--- src/tper_pkg.sv ---
//==============================================================
// Summary of operation
// - touch status shows every pressed pad at once, not one pad
// - sensor interrupt pin rises on any touch event in non-buffered mode, on a logged entry while armed, or on a fault
// - the first read of the FIFO register drops the sensor interrupt pin
// - after that read, buffered data re-raises the pin only once FIFO emptied
// - touch buffer type logs an entry on every pad press
// - release buffer type logs an entry on every pad release
// - combined buffer type logs both press and release
package tper_pkg;

  // ==============================================================
  // sizes
  localparam int PADS = 8;
  localparam int FIFO_DEPTH = 8;
  localparam int PTR_W = 3;
  localparam int ENTRY_W = 4;
  localparam int ADDR_W = 8;

  // ==============================================================
  // register byte offsets
  localparam logic [ADDR_W-1:0] OFF_CTRL = 8'h00;
  localparam logic [ADDR_W-1:0] OFF_TOUCH = 8'h04;
  localparam logic [ADDR_W-1:0] OFF_FIFO = 8'h08;
  localparam logic [ADDR_W-1:0] OFF_LEVEL = 8'h0c;
  localparam logic [ADDR_W-1:0] OFF_ISTAT = 8'h10;
  localparam logic [ADDR_W-1:0] OFF_IMASK = 8'h14;

  // ==============================================================
  // field positions
  localparam int FIFO_EMPTY_BIT = 8;
  localparam int ENTRY_KIND_BIT = 3;
  localparam int ISTAT_W = 3;
  localparam int IS_TOUCH = 0;
  localparam int IS_FAULT = 1;
  localparam int IS_DATA = 2;
  localparam logic [ISTAT_W-1:0] IMASK_RESET = 3'h0;

  // ==============================================================
  // buffer types
  typedef enum logic [1:0] {
    TPER_BUF_NONE,
    TPER_BUF_TOUCH,
    TPER_BUF_RELEASE,
    TPER_BUF_BOTH
  } tper_buf_t;

  // control register layout, bit 0 is the mode
  typedef struct packed {
    tper_buf_t buf_type;
    logic buffered;
  } tper_ctrl_t;

  // one logged event: kind 1 = press, 0 = release
  typedef struct packed {
    logic press;
    logic [PTR_W-1:0] pad;
  } tper_entry_t;

endpackage : tper_pkg

--- src/tper_reader.sv ---
`timescale 1ns/1ps
`default_nettype none

module tper_reader
  import tper_pkg::*;
(
  // clock and reset
  input wire logic CLK_SYS,
  input wire logic RST_N,
  // pad electrodes, asynchronous
  input wire logic [PADS-1:0] PAD,
  // apb slave
  input wire logic PSEL,
  input wire logic PENABLE,
  input wire logic PWRITE,
  input wire logic [ADDR_W-1:0] PADDR,
  input wire logic [31:0] PWDATA,
  output logic [31:0] PRDATA,
  output logic PREADY,
  output logic PSLVERR,
  // interrupts
  output logic SENSE_IRQ,
  output logic INT
);

  // ==============================================================
  // state
  typedef struct packed {
    logic [PADS-1:0] pad_s1;
    logic [PADS-1:0] pad_s2;
    logic [PADS-1:0] seen;
    tper_ctrl_t ctrl;
    logic [FIFO_DEPTH-1:0][ENTRY_W-1:0] mem;
    logic [PTR_W-1:0] wp;
    logic [PTR_W-1:0] rp;
    logic [PTR_W:0] count;
    logic irq_pin;
    logic armed;
    logic [ISTAT_W-1:0] istat;
    logic [ISTAT_W-1:0] imask;
    logic pready;
    logic pslverr;
    logic [31:0] prdata;
    logic irq;
  } tper_state_t;

  localparam tper_state_t ST_RESET = '{
    pad_s1: '0, pad_s2: '0, seen: '0,
    ctrl: '{buf_type: TPER_BUF_NONE, buffered: 1'b0},
    mem: '0, wp: '0, rp: '0, count: '0,
    irq_pin: 1'b0, armed: 1'b1,
    istat: '0, imask: IMASK_RESET,
    pready: 1'b0, pslverr: 1'b0, prdata: '0, irq: 1'b0};

  localparam logic [PTR_W:0] DEPTH_CNT = (PTR_W+1)'(FIFO_DEPTH);

  tper_state_t st;
  tper_state_t next_st;

  // ==============================================================
  // helpers
  // lowest set bit; several pads may change in one cycle
  function automatic logic [PTR_W-1:0] lowest(input logic [PADS-1:0] v);
    logic [PTR_W-1:0] r;
    r = '0;
    for (int i = PADS - 1; i >= 0; i--) begin
      if (v[i]) begin
        r = PTR_W'(i);
      end
    end
    return r;
  endfunction : lowest

  function automatic logic mapped(input logic [ADDR_W-1:0] a);
    return a == OFF_CTRL || a == OFF_TOUCH || a == OFF_FIFO ||
           a == OFF_LEVEL || a == OFF_ISTAT || a == OFF_IMASK;
  endfunction : mapped

  // ==============================================================
  // next state
  always_comb begin
    logic setup;
    logic done;
    logic wr;
    logic fifo_rd;
    logic pop;
    logic push;
    logic fault;
    logic touch_evt;
    logic pressed;
    logic log_it;
    logic [PADS-1:0] diff;
    logic [PTR_W-1:0] idx;
    logic [ISTAT_W-1:0] set_bits;
    logic [ISTAT_W-1:0] clr_bits;
    tper_entry_t ent;
    setup = 1'b0;
    done = 1'b0;
    wr = 1'b0;
    fifo_rd = 1'b0;
    pop = 1'b0;
    push = 1'b0;
    fault = 1'b0;
    touch_evt = 1'b0;
    pressed = 1'b0;
    log_it = 1'b0;
    diff = '0;
    idx = '0;
    set_bits = '0;
    clr_bits = '0;
    ent = '0;
    next_st = st;

    // two-flop pad synchroniser
    next_st.pad_s1 = PAD;
    next_st.pad_s2 = st.pad_s1;

    // apb phases: answer is ready in the first access cycle
    setup = PSEL && !PENABLE;
    done = PSEL && PENABLE && st.pready;
    wr = done && PWRITE;
    fifo_rd = done && !PWRITE && PADDR == OFF_FIFO;
    pop = fifo_rd && st.count != '0;
    next_st.pready = setup;
    next_st.pslverr = setup && !mapped(PADDR);

    // read data is latched at setup; pops only happen later at done
    if (setup && !PWRITE) begin
      next_st.prdata = '0;
      case (PADDR)
        OFF_CTRL: next_st.prdata[2:0] = st.ctrl;
        OFF_TOUCH: next_st.prdata[PADS-1:0] = st.pad_s2;
        OFF_FIFO: begin
          next_st.prdata[FIFO_EMPTY_BIT] = st.count == '0;
          next_st.prdata[ENTRY_W-1:0] = st.mem[st.rp];
        end
        OFF_LEVEL: next_st.prdata[PTR_W:0] = st.count;
        OFF_ISTAT: next_st.prdata[ISTAT_W-1:0] = st.istat;
        OFF_IMASK: next_st.prdata[ISTAT_W-1:0] = st.imask;
        default: next_st.prdata = '0;
      endcase
    end

    // one pad change handled per cycle, lowest pad first; a change undone before its turn is lost
    diff = st.pad_s2 ^ st.seen;
    touch_evt = |diff;
    idx = lowest(diff);
    pressed = st.pad_s2[idx];
    if (touch_evt) begin
      next_st.seen[idx] = pressed;
    end
    // buffer type none, or non-buffered mode with any type, logs nothing
    log_it = touch_evt && st.ctrl.buffered &&
             ((pressed && st.ctrl.buf_type[0]) ||
              (!pressed && st.ctrl.buf_type[1]));
    fault = log_it && st.count == DEPTH_CNT && !pop;
    push = log_it && !fault;
    ent.press = pressed;
    ent.pad = idx;

    // fifo pointers
    if (push) begin
      next_st.mem[st.wp] = ent;
      next_st.wp = st.wp + 1'b1;
    end
    if (pop) begin
      next_st.rp = st.rp + 1'b1;
    end
    next_st.count = st.count + (PTR_W+1)'(push) - (PTR_W+1)'(pop);

    // sensor pin: dropped by a fifo read, re-armed only when empty
    if (fifo_rd) begin
      next_st.irq_pin = 1'b0;
      next_st.armed = 1'b0;
    end else if (st.count == '0) begin
      next_st.armed = 1'b1;
    end
    if (!st.ctrl.buffered && wr == 1'b0 && done &&
        PADDR == OFF_TOUCH) begin
      next_st.irq_pin = 1'b0;
    end
    // a non-buffered touch event sets the pin even during a clearing touch read
    if ((push && st.armed && !fifo_rd) || fault ||
        (touch_evt && !st.ctrl.buffered)) begin
      next_st.irq_pin = 1'b1;
    end

    // register writes
    if (wr) begin
      case (PADDR)
        OFF_CTRL: begin
          // reconfiguring flushes stale events of the old type
          next_st.ctrl = tper_ctrl_t'(PWDATA[2:0]);
          next_st.wp = '0;
          next_st.rp = '0;
          next_st.count = '0;
          next_st.armed = 1'b1;
          next_st.irq_pin = 1'b0;
        end
        OFF_ISTAT: clr_bits = PWDATA[ISTAT_W-1:0];
        OFF_IMASK: next_st.imask = PWDATA[ISTAT_W-1:0];
        default: ;
      endcase
    end

    // sticky status, set wins over a write-one clear
    set_bits[IS_TOUCH] = touch_evt;
    set_bits[IS_FAULT] = fault;
    set_bits[IS_DATA] = push;
    next_st.istat = (st.istat & ~clr_bits) | set_bits;
    next_st.irq = |(next_st.istat & next_st.imask);
  end

  // ==============================================================
  // state register
  always_ff @(posedge CLK_SYS or negedge RST_N) begin
    if (!RST_N) begin
      st <= ST_RESET;
    end else begin
      st <= next_st;
    end
  end

  // outputs come straight from flip-flops
  assign PRDATA = st.prdata;
  assign PREADY = st.pready;
  assign PSLVERR = st.pslverr;
  assign SENSE_IRQ = st.irq_pin;
  assign INT = st.irq;

endmodule : tper_reader

`default_nettype wire

--- config.mk ---
export PLATFORM = sky130hd
export DESIGN_NAME = tper_reader
export DESIGN_NICKNAME = d
export VERILOG_FILES = /design/src/tper_pkg.sv /design/src/tper_reader.sv
export SDC_FILE = /design/constraint.sdc
export NUM_CORES = 1
export LEC_CHECK = 0
export BUFFER_PORTS_ARGS = -buffer_cell sky130_fd_sc_hd__buf_2
export CAP_MARGIN = 5
export CORE_MARGIN = 1.5
export CORE_UTILIZATION = 43
export CTS_CLUSTER_SIZE = 25
export DETAILED_ROUTE_END_ITERATION = 7
export GPL_TIMING_DRIVEN = 0
export SYNTH_ARGS = -nofsm -noshare
export SYNTH_HDL_FRONTEND = slang
export SYNTH_SLANG_ARGS = --single-unit
--- constraint.sdc ---
create_clock -name CLK_SYS -period 6.8 [get_ports CLK_SYS]
set_clock_uncertainty 0.2 [all_clocks]
set_input_delay 0.68 -clock CLK_SYS [delete_from_list [all_inputs] [get_ports CLK_SYS]]
set_output_delay 0.68 -clock CLK_SYS [all_outputs]
set_load 0.03 [all_outputs]
# Yosys cells after proc, flatten, opt, wreduce, memory -nomap -nowiden
# Cells that the tools add are included.
[totals] regBits=89 inputBits=53 elab_cells=126
[op_classes] add_sub_neg=4 n_lt_le_gt_ge=5 eq_ne=6 n_mux=35 bitwise=6 n_reduce_logical=46
[op_table] cell="3-bit two-way mux" count=14
[op_table] cell="32-bit bitwise mux" count=1
[op_table] cell="1-bit logical AND" count=24
[op_table] cell="12-bit two-way mux" count=2
[op_table] cell="3-bit one-hot mux with 6 select lines" count=1
[op_table] cell="8-bit by 4-bit equality test with 1-bit output, second input constant" count=2
[op_table] cell="8-bit by 5-bit equality test with 1-bit output, second input constant" count=2
[op_table] cell="4-bit binary-select mux with 3-bit select" count=1
[op_table] cell="4-bit demux with 3-bit select" count=1
[op_table] cell="3-bit by 4-bit less-than comparator with 1-bit output, second input constant" count=3
[op_table] cell="4-bit two-way mux" count=3
[op_table] cell="8-bit bitwise mux" count=1
[op_table] cell="8-bit by 3-bit equality test with 1-bit output, second input constant" count=1
[op_table] cell="1-bit logical NOT" count=8
[op_table] cell="8-bit logical NOT" count=1
[op_table] cell="1-bit logical OR" count=8
[op_table] cell="1-bit two-way mux" count=8
[op_table] cell="8-bit OR reduction" count=1
[op_table] cell="8-bit XOR" count=1
[op_table] cell="3-bit by 1-bit adder with 3-bit output, second input constant" count=2
[op_table] cell="3-bit AND" count=2
[op_table] cell="3-bit by 1-bit greater-or-equal comparator with 1-bit output, second input constant" count=2
[op_table] cell="4-bit by 1-bit adder with 4-bit output" count=1
[op_table] cell="4-bit equality test, second input constant" count=1
[op_table] cell="11 further kinds" count=11

# Depth between registers and ports, before layout
[depth] word_depth=26 mapped_depth=15 ltp_nobuf=14

# Least setup slack after synthesis
# Ideal clock, no wire load.
[synth_path] path_kind="input-to-reg" startpoint="in PADDR[1]" endpoint="reg st[45] (netlist bit)" setup_time_ps=151 arrival_time_ps=3661 required_time_ps=6449 slack_ps=2788 path_stages=13 path_buffers=1 path_cell_list="or4_1 > or4b_4 > nor3_4 > nor4b_2 > nor2_1 > mux2i_2 > buf_2 > ha_1 > inv_1 > ha_1 > fa_1 > xnor2_1 > nor2_1"
[synth_rtl] element="start, declared" line="tper_reader.sv:16" source="input wire logic [ADDR_W-1:0] PADDR,"
[synth_rtl] element="end signal, assigned" line="tper_reader.sv:220" source="st <= next_st;"
[synth_rtl] element="end, declared" line="tper_reader.sv:57" source="tper_state_t st;"

==> flow_summary.yaml <==
status:
  run_status: "completed"
logic_synthesis:
  syn_avg_cell_area_sq_um: 11.6
  async_reset_ff_frac: 1.00
  yosys.area.top_type: "dfrtp_1"
  yosysSeqAreaShare: 0.490
  synth.top_cell.area_share: 0.484
  synthesis.area_sq_mm: 0.00455
  yosys-top-cells-area: "dfrtp_1, mux2_1, buf_4, mux4_2, mux2_2"
  synthDistinctLibCells: 60
  ys_ff_latch: 89
  synth_flop_cell: "dfrtp_1"
  synth_warnings: 0
  synth_cells: 392
  synth-edff-count: 0
power:
  pwr-share-clk: 0.293
  p_seq_frac: 0.475
  combPwrFrac: 0.232
  peakVddDrop_v: 0.000127
  power_density_mw_per_mm2: 239
  power.total_mw: 1.24
  p_int_mw: 0.841
  swShare: 0.323
  power_leakage_nw: 2.47
  p_sw_mw: 0.401
worst_setup_path:
  path_max_fanout: 10
  timing_worst_setup_path_type: "reg2reg"
  worstPathArrival_ns: 4.58
  worstSetupStartpointType: "flop"
  path_cells: "xnor2_1 > nor4b_1 > a21oi_1 > o2111ai_1 > o31ai_2 > mux2i_2 > buf_2 > ha_1 > inv_1 > ha_1 > a21o_1 > a21oi_1 > xnor2_1 > nor2_1"
  required_ns: 6.81
  worst_path_max_delay_cell: "nor4b_1"
  endpoint_kind: "flop"
  slowest_delay_ns: 0.70
global_route:
  grt_pass1_wl_um: 15100
  grt_max_degree: 51
  antenna_found_initial: 0
  gr-total-overflow: 0
  grt_usage: 0.174
  grt_pass1_vias: 2953
timing:
  drv_slew: 0
  final_hold_viol_count: 0
  post-route-period-util: 0.672
  finalSetupTns_ns: 0
  final-setup-viol-count: 0
  max_freq_ghz: 0.219
  tightest_slew_ns: 1.03
  rsz0062_at_grt: "false"
  min_period_ns: 4.57
  slew_headroom: 0.310
cells_and_area:
  final_common_cell: "dfrtp_1"
  num_antenna_cells: 0
  mostFrequentLayoutCells: "dfrtp_1, buf_2, buf_4, mux2_1, nand2_1"
  nFillCells: 945
  final_cells: 600
  drive_gt1_frac: 0.254
  fin_nets: 521
  area_delta_synth_final_pct: 14.1
route:
  via_per_inst: 5.06
  dr.pass1.iters: 4
  postRouteAntennaNets: 0
  route.detailed.drc: 0
  routed_wl_um: 9030
  via_count: 3033
  wl_per_cell_um: 15.0
  drtIter0Drc: 99
floorplan:
  initial_core_util: 0.443
  die_w_um: 106
  die_height_um: 106
  io_pins: 89
  die_area_sq_mm: 0.0112
  core-area_sq_mm: 0.0103
  rows: 37
run:
  maxCapViolations: 0
place:
  place_hpwl_um: 6690
  dp_cells: 584
  port-buffer-count: 33
  gp_congestion: 0.856
clock_network:
  cts_resized: 0
  postCtsSetupRepairBufs: 0
  numCtsBuffers: 9
  cts.sinks: 89
  path_clk_slew_ns: 0.10
  clockBufferDepth: 2
  hold_buffers: 0
  cts_tree: "yes"
  cts-root-buf: "clkbuf_8"
  clkLatencyLatePin_ns: 0.35
  h-tree-depth: 3
min_path:
  min_path_type: "in2async"
-- cell type report --
type / count / area (sq um) / share of cell area
Buffer: 48 / 302 / 0.0580
Clock buffer: 10 / 128 / 0.0246
Clock inverter: 6 / 67.6 / 0.0130
Inverter: 12 / 45.0 / 0.00867
Multi-Input combinational cell: 265 / 2060 / 0.396
Sequential cell: 89 / 2230 / 0.429
Tap cell: 136 / 170 / 0.0328
Timing Repair Buffer: 34 / 195 / 0.0376
-- path summary, 6_finish.rpt --
path | from | end | slack (ns) | cells past startpoint
setup reg to reg | st[102] | st[46] | 2.23 | 14
min in group CLK_SYS | next_st[100] | st[100] | 0.15 | 0
max in group asynchronous | RST_N | st[76] | 5.68 | 2
hold reg to reg | next_st[100] | st[100] | 0.15 | 0
setup / recovery | st[102] | st[46] | 2.23 | 14
hold / removal | RST_N | PRDATA[6] | 0.10 | 1
-- worst max-delay path: cells and delay by family (launching register included) --
kind	cells	cell delay, ns
AO/OA/AOI/OAI	5	1.28
flip-flops	1	0.43
buffers and inverters	2	0.41
multiplexers	1	0.48
adder cells (fa/ha/maj)	2	0.45
AND/OR/NAND/NOR	2	0.75
XOR/XNOR	2	0.43
-- kinds of logic (layout without fill, tap and decap cells) --
family                     count (synthesis)  after routing  synth area share
xor gates and xnor gates                  16             16            0.0308
buffers and inverters                     60            110            0.0761
muxes                                     63             63             0.174
and+or+nand+nor                          106            106             0.133
other                                      1             23          0.000824
adders and majority gates                  9              9            0.0264
DFF                                       89             89             0.490
AOI/OAI and AO/OA                         48             48            0.0693
-- layer usage --
metal | up-vias | wire length [um] | global-route usage
met5 | - | 0 | 0
met4 | 0 | 118 | 0.0647
met3 | 9 | 471 | 0.0315
met2 | 83 | 4120 | 0.272
met1 | 1475 | 4320 | 0.242
li1 | 1466 | - | -
-- metrics by stage --
step | instance area (sq um) | hold WS, ns | worst slack, ns | util
2_1_floorplan | 4630 | 0.131 | 2.79 | -
3_3_place_gp | 4970 | 0.132 | 2.31 | 0.484
3_5_place_dp | 5000 | 0.136 | 2.31 | 0.486
4_1_cts | 5190 | 0.123 | 2.26 | 0.505
5_1_grt | 5190 | 0.147 | 1.98 | 0.505
6_report | 5190 | 0.102 | 2.23 | 0.505
-- power by group through the flow --
stage | sequential, mW | combinational (mW) | clock, mW
2_1_floorplan | 0.594 | 0.216 | 0
3_3_place_gp | 0.599 | 0.281 | 0
3_5_place_dp | 0.600 | 0.286 | 0
4_1_cts | 0.589 | 0.288 | 0.375
5_1_grt | 0.595 | 0.321 | 0.395
6_report | 0.590 | 0.288 | 0.364
-- state kept, by name, summed over array words and instances, names as in the netlist --
signal     count
INT            1
PSLVERR        1
PREADY         1
PRDATA         9
next_st        8
st            68
SENSE_IRQ      1
-- synthesized netlist by cell type, types with 2 or more instances --
library cell / number
a21o_1: 2
a21oi_1: 11
a222oi_1: 2
and2_1: 2
buf_4: 32
clkbuf_1: 15
dfrtp_1: 88
ha_1: 8
inv_1: 12
mux2_1: 32
mux2_2: 13
mux2i_1: 9
mux4_2: 8
nand2_1: 28
nand2b_1: 3
nand3_1: 14
nor2_1: 22
nor2b_1: 2
nor3_1: 5
nor3b_1: 4
nor4_1: 2
nor4_2: 3
nor4b_2: 2
o21ai_0: 13
o21ai_1: 2
o22ai_1: 2
o31ai_1: 2
o31ai_2: 2
or2_1: 2
or3_1: 3
or4_1: 2
or4b_4: 3
xnor2_1: 7
xor2_1: 9
Power figures use the tool's default switching activity.
